===== src/cot_pkg.sv =====
package cot_pkg;

    localparam int unsigned        COT_NUM_REGS     = 5;
    localparam int unsigned        COT_TRIM_W       = 12;
    localparam int unsigned        COT_REG_W        = 16;
    localparam int unsigned        COT_ADDR_W       = 12;
    localparam int unsigned        COT_IDX_W        = 3;

    // Register offsets; each trim register is one 16-bit location.
    localparam logic [11:0]        COT_CORE0_OFFSET_TRIM         = 12'h330;
    localparam logic [11:0]        COT_CORE1_OFFSET_TRIM         = 12'h332;
    localparam logic [11:0]        COT_CORE2_INPUT_A_OFFSET_TRIM = 12'h334;
    localparam logic [11:0]        COT_CORE2_INPUT_B_OFFSET_TRIM = 12'h336;
    localparam logic [11:0]        COT_CORE3_INPUT_C_OFFSET_TRIM = 12'h338;

    // Register indices inside the bank.
    localparam logic [2:0]         COT_IDX_CORE0    = 3'h0;
    localparam logic [2:0]         COT_IDX_CORE1    = 3'h1;
    localparam logic [2:0]         COT_IDX_CORE2A   = 3'h2;
    localparam logic [2:0]         COT_IDX_CORE2B   = 3'h3;
    localparam logic [2:0]         COT_IDX_CORE3C   = 3'h4;

    localparam int unsigned        COT_TRIM_LSB     = 0;
    localparam int unsigned        COT_TRIM_MSB     = 11;
    localparam logic [3:0]         COT_RSVD_VAL     = 4'h0;
    localparam logic [11:0]        COT_TRIM_RESET   = 12'h000;

    typedef struct packed {
        logic        rd;
        logic        wr;
        logic [11:0] addr;
        logic [15:0] wdata;
    } cot_reg_req_t;

    typedef struct packed {
        logic offset_cal_en;
        logic background_cal_en;
        logic continuous_bg_offset_cal_en;
        logic foreground_cal_done;
        logic cal_running;
    } cot_cal_cfg_t;

    typedef struct packed {
        logic        we;
        logic [2:0]  idx;
        logic [11:0] data;
    } cot_trim_wr_t;

endpackage : cot_pkg


===== src/cot_offset_trim_regs.sv =====
// Operation
// RULE1: Each register holds a 12-bit unsigned core offset.
// RULE2: Host writes zero to reserved bits; reset zero.
// RULE3: No host access while offset calibration runs.
// RULE4: Foreground-only offset cal: access after done flag.
// RULE5: Background plus continuous offset cal: never access.
// RULE6: Spare cores offset-calibrated during foreground step.
// RULE7: Otherwise host may access without waiting.
// RULE8: 16-bit locations, core0 0x330, core1 0x332.
// RULE9: Core2 uses pair A 0x334 or B 0x336.
// RULE10: Core3 trim at 0x338 applies for pair C.
// RULE11: Reset to zero, then load fuse defaults.
// RULE12: Reads return 12-bit value, upper bits zero.
`timescale 1ns/1ns
module cot_offset_trim_regs #(
    parameter int unsigned NUM_REGS = cot_pkg::COT_NUM_REGS
) (
    input  wire logic                  sys_clk_i,
    input  wire logic                  nrst_i,
    input  cot_pkg::cot_reg_req_t      reg_req_i,
    input  cot_pkg::cot_cal_cfg_t      cal_cfg_i,
    input  cot_pkg::cot_trim_wr_t      cal_wr_i,
    input  wire logic                  input_pair_b_i,
    input  wire logic                  input_pair_c_i,
    input  wire logic                  fault_clr_i,
    input  wire logic                  fuse_ack_i,
    input  wire logic [11:0]           fuse_data_i,
    output logic [15:0]                rd_data_o,
    output logic                       rd_valid_o,
    output logic [11:0]                core0_offset_o,
    output logic [11:0]                core1_offset_o,
    output logic [11:0]                core2_offset_o,
    output logic [11:0]                core3_offset_o,
    output logic                       spare_offset_cal_o,
    output logic                       host_blocked_o,
    output logic                       access_fault_o,
    output logic                       fuse_rd_o,
    output logic [2:0]                 fuse_idx_o,
    output logic                       load_done_o
);
    import cot_pkg::*;

    if (NUM_REGS != COT_NUM_REGS) begin : g_bad_num_regs
        $error("cot_offset_trim_regs: the address map serves exactly five registers");
    end

    function automatic logic [3:0] cot_decode(input logic [11:0] addr);
        logic [3:0] r;
        r = 4'h0;
        unique case (addr)
            COT_CORE0_OFFSET_TRIM:         r = {1'b1, COT_IDX_CORE0};
            COT_CORE1_OFFSET_TRIM:         r = {1'b1, COT_IDX_CORE1};
            COT_CORE2_INPUT_A_OFFSET_TRIM: r = {1'b1, COT_IDX_CORE2A};
            COT_CORE2_INPUT_B_OFFSET_TRIM: r = {1'b1, COT_IDX_CORE2B};
            COT_CORE3_INPUT_C_OFFSET_TRIM: r = {1'b1, COT_IDX_CORE3C};
            default:                       r = 4'h0;
        endcase
        return r;
    endfunction : cot_decode

    logic [11:0]   trim_q [NUM_REGS];
    cot_trim_wr_t  load_w;
    logic          load_done_w;
    logic          fuse_rd_w;
    logic [2:0]    fuse_idx_w;

    cot_fuse_loader #(
        .NUM_REGS   (NUM_REGS)
    ) u_fuse_loader (
        .sys_clk_i  (sys_clk_i),
        .nrst_i     (nrst_i),
        .fuse_ack_i (fuse_ack_i),
        .fuse_data_i(fuse_data_i),
        .fuse_rd_o  (fuse_rd_w),
        .fuse_idx_o (fuse_idx_w),
        .load_o     (load_w),
        .done_o     (load_done_w)
    );

    // Host access windows follow the calibration configuration.
    wire fg_only_w   = cal_cfg_i.offset_cal_en
                       && !(cal_cfg_i.background_cal_en
                            && cal_cfg_i.continuous_bg_offset_cal_en);
    wire wait_fg_w   = fg_only_w && !cal_cfg_i.foreground_cal_done;          // see RULE4
    wire bg_cont_w   = cal_cfg_i.background_cal_en
                       && cal_cfg_i.continuous_bg_offset_cal_en;             // see RULE5
    wire blocked_w   = cal_cfg_i.cal_running || wait_fg_w || bg_cont_w
                       || !load_done_w;                                      // see RULE3
    wire spare_cal_w = cal_cfg_i.offset_cal_en && cal_cfg_i.background_cal_en
                       && !cal_cfg_i.continuous_bg_offset_cal_en
                       && cal_cfg_i.cal_running;                             // see RULE6

    wire [3:0] dec_w     = cot_decode(reg_req_i.addr);
    wire       hit_w     = dec_w[3];                                         // see RULE8
    wire [2:0] idx_w     = dec_w[2:0];
    wire       host_wr_w = reg_req_i.wr && hit_w && !blocked_w;              // see RULE7
    wire       host_rd_w = reg_req_i.rd && hit_w && !blocked_w;
    // A refused access is counted as a fault so software can spot a bad sequence.
    wire       fault_w   = (reg_req_i.wr || reg_req_i.rd) && hit_w && blocked_w;

    // Fuse load wins, then the calibration engine, then the host.
    wire           cal_ok_w = cal_wr_i.we && load_done_w;
    cot_trim_wr_t  wr_sel_w;
    assign wr_sel_w = load_w.we ? load_w
                    : cal_ok_w  ? cal_wr_i
                    : cot_trim_wr_t'{we: host_wr_w, idx: idx_w,
                        data: reg_req_i.wdata[COT_TRIM_MSB:COT_TRIM_LSB]};   // see RULE2

    generate
        for (genvar g = 0; g < NUM_REGS; g++) begin : g_trim
            always_ff @(posedge sys_clk_i) begin
                if (!nrst_i) begin
                    trim_q[g] <= COT_TRIM_RESET;                             // see RULE11
                end else if (wr_sel_w.we && wr_sel_w.idx == 3'(g)) begin
                    trim_q[g] <= wr_sel_w.data;                              // see RULE1
                end
            end
        end
    endgenerate

    wire [11:0] rd_trim_w  = trim_q[idx_w];
    wire [15:0] rd_word_w  = host_rd_w ? {COT_RSVD_VAL, rd_trim_w} : 16'h0000; // see RULE12
    wire [11:0] core2_w    = input_pair_b_i ? trim_q[COT_IDX_CORE2B]
                                            : trim_q[COT_IDX_CORE2A];       // see RULE9
    wire [11:0] core3_w    = input_pair_c_i ? trim_q[COT_IDX_CORE3C]
                                            : 12'h000;                       // see RULE10

    always_ff @(posedge sys_clk_i) begin
        if (!nrst_i) begin
            rd_data_o          <= 16'h0000;
            rd_valid_o         <= 1'b0;
            core0_offset_o     <= 12'h000;
            core1_offset_o     <= 12'h000;
            core2_offset_o     <= 12'h000;
            core3_offset_o     <= 12'h000;
            spare_offset_cal_o <= 1'b0;
            host_blocked_o     <= 1'b1;
            access_fault_o     <= 1'b0;
            fuse_rd_o          <= 1'b0;
            fuse_idx_o         <= 3'h0;
            load_done_o        <= 1'b0;
        end else begin
            rd_data_o          <= rd_word_w;
            rd_valid_o         <= reg_req_i.rd;
            core0_offset_o     <= trim_q[COT_IDX_CORE0];                     // see RULE8
            core1_offset_o     <= trim_q[COT_IDX_CORE1];
            core2_offset_o     <= core2_w;
            core3_offset_o     <= core3_w;
            spare_offset_cal_o <= spare_cal_w;
            host_blocked_o     <= blocked_w;
            // Set wins over clear so a fault in the clear cycle is kept.
            access_fault_o     <= fault_w || (access_fault_o && !fault_clr_i);
            fuse_rd_o          <= fuse_rd_w;
            fuse_idx_o         <= fuse_idx_w;
            load_done_o        <= load_done_w;
        end
    end

    chk_rd_reserved_zero: assert property (@(posedge sys_clk_i) disable iff (!nrst_i) // see RULE12
        rd_valid_o |-> rd_data_o[15:12] == 4'h0)
        else $error("reserved read bits not zero");

    chk_host_wr_lands: assert property (@(posedge sys_clk_i) disable iff (!nrst_i) // see RULE1
        host_wr_w && !load_w.we && !cal_ok_w |=> trim_q[$past(idx_w)] == $past(reg_req_i.wdata[11:0]))
        else $error("accepted host write not stored");

    chk_bg_cont_block: assert property (@(posedge sys_clk_i) disable iff (!nrst_i) // see RULE5
        cal_cfg_i.background_cal_en && cal_cfg_i.continuous_bg_offset_cal_en
        |=> host_blocked_o)
        else $error("access open during continuous background cal");

    chk_foreground_cal_done_wait: assert property (@(posedge sys_clk_i) disable iff (!nrst_i) // see RULE4
        cal_cfg_i.offset_cal_en && !cal_cfg_i.background_cal_en && !cal_cfg_i.foreground_cal_done
        && reg_req_i.wr && hit_w && !load_w.we && !cal_ok_w
        |=> access_fault_o && trim_q[$past(idx_w)] == $past(rd_trim_w))
        else $error("write taken before foreground done");

    chk_cal_run_block: assert property (@(posedge sys_clk_i) disable iff (!nrst_i) // see RULE3
        cal_cfg_i.cal_running && reg_req_i.rd && hit_w |=> rd_valid_o && rd_data_o == 16'h0000)
        else $error("read served while calibration runs");

    chk_spare_cal_flag: assert property (@(posedge sys_clk_i) disable iff (!nrst_i) // see RULE6
        ##1 spare_offset_cal_o == $past(cal_cfg_i.offset_cal_en && cal_cfg_i.background_cal_en
        && !cal_cfg_i.continuous_bg_offset_cal_en && cal_cfg_i.cal_running))
        else $error("spare core offset cal flag wrong");

    chk_core2_pair_sel: assert property (@(posedge sys_clk_i) disable iff (!nrst_i) // see RULE9
        ##1 core2_offset_o == ($past(input_pair_b_i) ? $past(trim_q[COT_IDX_CORE2B])
                                                     : $past(trim_q[COT_IDX_CORE2A])))
        else $error("core2 offset not from selected pair");

    chk_core3_pair_c: assert property (@(posedge sys_clk_i) disable iff (!nrst_i) // see RULE10
        input_pair_c_i |=> core3_offset_o == $past(trim_q[COT_IDX_CORE3C]))
        else $error("core3 offset not applied for pair c");

    chk_core0_own_reg: assert property (@(posedge sys_clk_i) disable iff (!nrst_i) // see RULE8
        ##1 core0_offset_o == $past(trim_q[COT_IDX_CORE0]))
        else $error("core0 offset not from its own register");

    chk_core1_own_reg: assert property (@(posedge sys_clk_i) disable iff (!nrst_i) // see RULE8
        ##1 core1_offset_o == $past(trim_q[COT_IDX_CORE1]))
        else $error("core1 offset not from its own register");

    chk_unmapped_rd_zero: assert property (@(posedge sys_clk_i) disable iff (!nrst_i) // see RULE8
        reg_req_i.rd && !hit_w |=> rd_valid_o && rd_data_o == 16'h0000)
        else $error("unmapped read returned data");

    chk_core3_idle_zero: assert property (@(posedge sys_clk_i) disable iff (!nrst_i) // see RULE10
        !input_pair_c_i |=> core3_offset_o == 12'h000)
        else $error("core3 offset applied without pair c");

    chk_load_gates_host: assert property (@(posedge sys_clk_i) disable iff (!nrst_i) // see RULE11
        !load_done_w |=> host_blocked_o)
        else $error("host access open before fuse load");

    chk_refused_wr_kept: assert property (@(posedge sys_clk_i) disable iff (!nrst_i) // see RULE3
        cal_cfg_i.cal_running && reg_req_i.wr && hit_w && !load_w.we && !cal_ok_w
        |=> trim_q[$past(idx_w)] == $past(rd_trim_w))
        else $error("write taken while calibration runs");

    // A refused access in the clear cycle must survive the clear.
    chk_fault_set_wins: assert property (@(posedge sys_clk_i) disable iff (!nrst_i) // see RULE3
        fault_w |=> access_fault_o)
        else $error("refused access not flagged");

endmodule : cot_offset_trim_regs


===== src/cot_fuse_loader.sv =====
`timescale 1ns/1ns
module cot_fuse_loader #(
    parameter int unsigned NUM_REGS = cot_pkg::COT_NUM_REGS
) (
    input  wire logic                sys_clk_i,
    input  wire logic                nrst_i,
    input  wire logic                fuse_ack_i,
    input  wire logic [11:0]         fuse_data_i,
    output logic                     fuse_rd_o,
    output logic [2:0]               fuse_idx_o,
    output cot_pkg::cot_trim_wr_t    load_o,
    output logic                     done_o
);
    import cot_pkg::*;

    // The index counter is three bits wide, so more than eight words cannot be walked.
    if (NUM_REGS < 1 || NUM_REGS > 8) begin : g_bad_num_regs
        $error("cot_fuse_loader: NUM_REGS must be 1 to 8");
    end

    typedef enum logic [2:0] {
        COT_LD_REQ  = 3'b001,
        COT_LD_WAIT = 3'b010,
        COT_LD_DONE = 3'b100
    } cot_ld_state_t;

    cot_ld_state_t state_q;
    cot_ld_state_t state_d;
    logic [2:0]    idx_q;
    logic [2:0]    idx_d;
    wire           last_w = (idx_q == 3'(NUM_REGS - 1));

    // One fuse word is asked for at a time, so a slow fuse array needs no buffer.
    always_comb begin
        state_d = state_q;
        idx_d   = idx_q;
        unique case (state_q)
            COT_LD_REQ: begin
                state_d = COT_LD_WAIT;
            end
            COT_LD_WAIT: begin
                if (fuse_ack_i) begin
                    state_d = last_w ? COT_LD_DONE : COT_LD_REQ;
                    idx_d   = last_w ? idx_q : idx_q + 3'h1;
                end
            end
            COT_LD_DONE: begin
                state_d = COT_LD_DONE;
            end
            default: begin
                state_d = COT_LD_REQ;
                idx_d   = 3'h0;
            end
        endcase
    end

    always_ff @(posedge sys_clk_i) begin
        if (!nrst_i) begin
            state_q <= COT_LD_REQ;
            idx_q   <= 3'h0;
        end else begin
            state_q <= state_d;
            idx_q   <= idx_d;
        end
    end

    assign fuse_rd_o    = (state_q == COT_LD_REQ);
    assign fuse_idx_o   = idx_q;
    assign load_o       = cot_trim_wr_t'{we:   (state_q == COT_LD_WAIT) && fuse_ack_i,
                                         idx:  idx_q,
                                         data: fuse_data_i};                  // see RULE11
    assign done_o       = (state_q == COT_LD_DONE);

    chk_fuse_req_wait: assert property (@(posedge sys_clk_i) disable iff (!nrst_i) // see RULE11
        fuse_rd_o |=> (state_q == COT_LD_WAIT) && !fuse_rd_o)
        else $error("fuse request not followed by wait");

endmodule : cot_fuse_loader


===== config.mk =====
export PLATFORM = sky130hd
export DESIGN_NAME = cot_offset_trim_regs
export DESIGN_NICKNAME = d
export VERILOG_FILES = /design/src/cot_pkg.sv /design/src/cot_offset_trim_regs.sv /design/src/cot_fuse_loader.sv
export SDC_FILE = /design/constraint.sdc
export NUM_CORES = 1
export LEC_CHECK = 0
export ABC_AREA = 1
export BUFFER_PORTS_ARGS = -buffer_cell sky130_fd_sc_hd__buf_2
export CAP_MARGIN = 20
export CORE_ASPECT_RATIO = 0.7
export CORE_MARGIN = 3
export CORE_UTILIZATION = 50
export CTS_BUF_LIST = sky130_fd_sc_hd__clkbuf_16
export DETAILED_ROUTE_END_ITERATION = 7
export GPL_TIMING_DRIVEN = 0
export PLACE_DENSITY = 0.76
export SYNTH_ARGS = -nofsm -noshare
export SYNTH_HDL_FRONTEND = slang
export SYNTH_SLANG_ARGS = --single-unit

===== constraint.sdc =====
create_clock -name sys_clk_i -period 3.4 [get_ports sys_clk_i]
set_input_delay 0.51 -clock sys_clk_i [delete_from_list [all_inputs] [get_ports sys_clk_i]]
set_output_delay 0.51 -clock sys_clk_i [all_outputs]
set_load 0.05 [all_outputs]

# Yosys cells after proc, flatten, opt, wreduce, memory -nomap -nowiden
# Memory sizes are Yosys's and may differ from the RTL's. A register that Yosys moved wholly into a read port is not among the register bits.
# Index checks and enable logic that the tools add are counted.
# word_totals
mem_bits_ro	0
ram_bits	60
latch_bits	0
elab_cells	105
inputBits	69
out_inout_bits	73
memories	1
regBits	31
# op_classes
n_bitwise	6
div	0
n_reduce_logical	40
n_lt_le_gt_ge	0
n_eq_ne	15
n_mux	31
n_mul	0
addsub	1
shifts	0
# mem_list
memory	depth	width	rd	rd_ports_with_merged_regs	write_ports	line_no	rtl
trim_q	5	12	6	4	5	cot_offset_trim_regs.sv:61	logic [11:0] trim_q [NUM_REGS];
# op_table
operator	n
12-bit 2-to-1 mux	6
12-bit by 10-bit == test with 1-bit output (second input constant)	5
16-bit 2-to-1 mux	2
1-bit logical AND	20
4-bit one-hot mux with 5 select lines	1
1-bit 2-to-1 mux	16
3-bit 2-to-1 mux	4
1-bit zero test	10
3-bit by 2-bit == test with 1-bit output (second input constant)	3
3-bit == test (second input constant)	3
3-bit one-hot mux with 3 select lines	1
3-bit by 1-bit == test with 1-bit output (second input constant)	2
3-bit one-hot mux with 2 select lines	1
1-bit logical OR	5
1-bit OR	5
2-bit inequality test (second input constant)	2
2-bit AND reduction	2
3-bit by 1-bit adder with 3-bit output (second input constant)	1
3-bit zero test	1
3-bit AND reduction	1
2-bit OR reduction	1
1-bit inverter	1

# Depth between registers and ports, before layout
# depth
ltp_word	17
mapped_depth	12
ltp_nobuf	11

# Cells and area by module
# Synthesis repeated with hierarchy kept, for this count alone.
# unflattened
hier_cells	664
area_unflattened_um2	5796.8
# modules_own_cells
module	cells_per_inst	n_inst	seq_area_each_um2	area_each_um2
cot_offset_trim_regs	596	1	3183.1	5316.3
cot_fuse_loader	68	1	120.1	480.5

# Worst setup path before layout
# No wires, ideal clock.
# synth_timing
path_kind	input to register
startpoint	input port reg_req_i[27] (netlist bit)
endpoint	memory trim_q[2][0] (enable)
cell_stages	10
required_ns	3.050
path_buffers	1
setup_ns	0.350
path_slack_ns	1.256
arrival_ns	1.794
cell_sequence	nor2_1 nand2_1 nor2_1 buf_4 nand3_1 nand2_1 nand2_1 nand2_4 nand4_1 nand2_1
# synth_lines
item	line_no	rtl
start: declaration	cot_offset_trim_regs.sv:20	input cot_pkg::cot_reg_req_t reg_req_i,
end: declaration	cot_offset_trim_regs.sv:61	

==> results by group <==
Floorplanning
  • Chip width: 132 um
  • Die area: 12,500 sq um
  • Row Count: 31
  • Starting Density: 0.527
  • Die height: 94.5 um
  • Top Ports: 142
  • CORE AREA: 10,600 sq um

Worst setup path
  • Max incr delay on CP: 540 ps
  • Crit end category: register
  • Crit path max-delay family: simple AND/OR/NAND/NOR gates
  • Most used cell along the critical path: nand2_1
  • Largest fanout on the critical path: 12
  • WP data arrival: 2540 ps
  • Buf/Inv on CP: 2
  • CP Class: in2reg
  • Worst-path cell chain: buf_2, nor2_1, nand2_1, nor2_1, buf_4, nand3_1, nand2_1, nand2_1, nand2_4, nand4_1, nand2_1
  • Crit path launch type: primary input
  • Worst path required time: 3450 ps
  • Slowest cell on crit path: nand2_1

Routing
  • Final WL: 15,400 um
  • Final ANT Viol Nets: 0
  • DRT Pass-1 Iters: 7
  • Via count: 5,000
  • # DRC: 0
  • Drt wl/cell: ~16 um
  • DRT iter0 DRCs: 746
  • Vias per cell: roughly 5.2

Place
  • Gp weighted congestion: 0.979
  • HPWL after DPL: 11,600 um
  • Port Buf Inserts: 133
  • DP Area: approximately 6500 sq um

Global routing
  • Vias in the first global route: between 4,000 and 5,000
  • Initial antenna violation count: 0
  • Global route overflow: 0
  • GRT Overall Usage: 0.249
  • GRT met1 Usage: 0.336
  • Global-route wire length before repair: 23,900 um
  • Largest net degree at the start of global routing: 17
  • GR peak layer: met2
  • Met2 usage: 0.381
  • Met3 usage: 0.0825

Cells and area
  • Area Growth Syn to Fin: 25.5%
  • Final net count: 863
  • Inserted Diodes: 0
  • Commonest cells after routing, fill and taps aside: buf_2, nand2_1, nor2_1
  • Final core utilization: 0.661
  • Most common cell after layout, fill and taps aside: buf_2
  • Share of layout cells above drive strength 1: 0.257
  • Fin area: around 7000 sq um

Clocking
  • Hold_buf cts: 0
  • Worst-path clk slew: 60 ps
  • Clock Sinks: around 140
  • Setup bufs post-CTS: 0
  • Root Buffer: clkbuf_16
  • CTS tree: built
  • H-tree Lvls: 4
  • Clk buf depth: 2
  • CTS resizes: 0
  • TritonCTS Buffers: 17
  • Clk Latency, worst-skew pair: roughly 420 ps

Timing
  • Final Hold Viols: 0
  • Rel. slew slack: 0.294
  • Least-Margin Pin Slew: roughly 1000 ps
  • Fin Clk Skew: 6.20 ps
  • Max Clk Rate: 402 MHz
  • Setup TNS Final: 0 ps
  • Unrepaired setup endpoints after global routing: false
  • Final setup violation count: 0
  • Slew Limit Fails: 0
  • Final min period: between 2000 and 2500 ps
  • Final period util: 0.731

Flow run
  • Maxcap violations: 0

Yosys
  • Synthesized flop and latch total: ~140
  • Sequential area share after synthesis: 0.590
  • Syn_area_per_cell: about 8.8 sq um
  • Post-Syn Instances: around 640
  • Area contributors post-synth: edfxtp_1, dfxtp_1, nand2_1
  • Area share of the largest cell type after synthesis: 0.322
  • Biggest area consumer among synthesized cells: edfxtp_1
  • Synth unique cells: 31
  • Mapped cell area: 5600 sq um
  • Synth Warn #: 0

Power and ir drop
  • Power Dens Cells: between 500 and 600 nW/um^2
  • Static Leak: 3.55 nW
  • Max VDD drop: ~370 uV

Min path
  • HP Class: in2reg

Run status
  • Status: finished clean
## cells in the mapped netlist, drive strengths merged
cell / number
nor2: 111
nand2: 110
inv: 90
dfxtp: 75
edfxtp: 60
o21ai: 44
nand3: 42
a21oi: 34
buf: 18
clkbuf: 14
nand4: 11
o211ai: 11
nor3: 9
ha: 2
a211oi: 1
a22oi: 1
a31oi: 1
clkinv: 1
conb: 1
xor2: 1
## final cells by class
type	instances	area, sq um
Fill cell	923	3600
Sequential cell	135	3300
Multi-Input combinational cell	382	1800
Timing Repair Buffer	133	666
Clock buffer	19	475
Inverter	91	342
Tap cell	148	185
Buffer	32	163
Clock inverter	13	91.3
## power by group
group,switching [W],leakage [nW],internal [W],total [W]
registers,0.0000272,1.23,0.00175,0.00178
logic,0.000265,2.04,0.0000876,0.000352
clock network,0.000706,0.284,0.00102,0.00173
total,0.000998,3.55,0.00286,0.00386
## path summary, 6_finish.rpt
check | startpoint | to | slack, ps | cells past startpoint
worst max-delay path | reg_req_i[27] | trim_q[2][2] | 910 | 11
worst min-delay path | cal_cfg_i[2] | spare_offset_cal_o | 280 | 2
worst max register to register | u_fuse_loader.state_q[0] | trim_q[2][2] | 930 | 9
worst min register to register | access_fault_o | access_fault_o | 470 | 2
## kinds of logic after synthesis
group	after synthesis	synth area share
flops	135	0.590
xor+xnor	1	0.00156
simple gates	283	0.223
compound gates	92	0.0903
other cells	1	0.000670
buf+inv	123	0.0901
fa+ha+maj	2	0.00447
## registers in the layout, summed over array words and instances, names as in the netlist
register and count:
trim_q 60, core0_offset_o 12, core1_offset_o 12, core2_offset_o 12, core3_offset_o 12, rd_data_o 12, fuse_idx_o 3, u_fuse_loader.fuse_idx_o 3
u_fuse_loader.state_q 3, access_fault_o 1, fuse_rd_o 1, host_blocked_o 1, load_done_o 1, rd_valid_o 1, spare_offset_cal_o 1
## through the flow
stage | total power [W] | hold WS [ps] | setup WS [ps] | cells
after floorplan | 0.00203 | 423 | 1260 | 640
after global routing | 0.00398 | 262 | 802 | 953
after detailed placement | 0.00216 | 462 | 542 | 921
final | 0.00386 | 279 | 913 | 953
after CTS | 0.00386 | 271 | 970 | 953
after global placement | 0.00214 | 447 | 676 | 921
## metal layers
| metal | share of wire | wire length [um] |
|---|---|---|
| met2 | 0.43 | 6670 |
| met3 | 0.14 | 2120 |
| met4 | 0.017 | 261 |
| met5 | 0 | 0 |
| met1 | 0.41 | 6350 |
(Power assumes the default switching activity.)
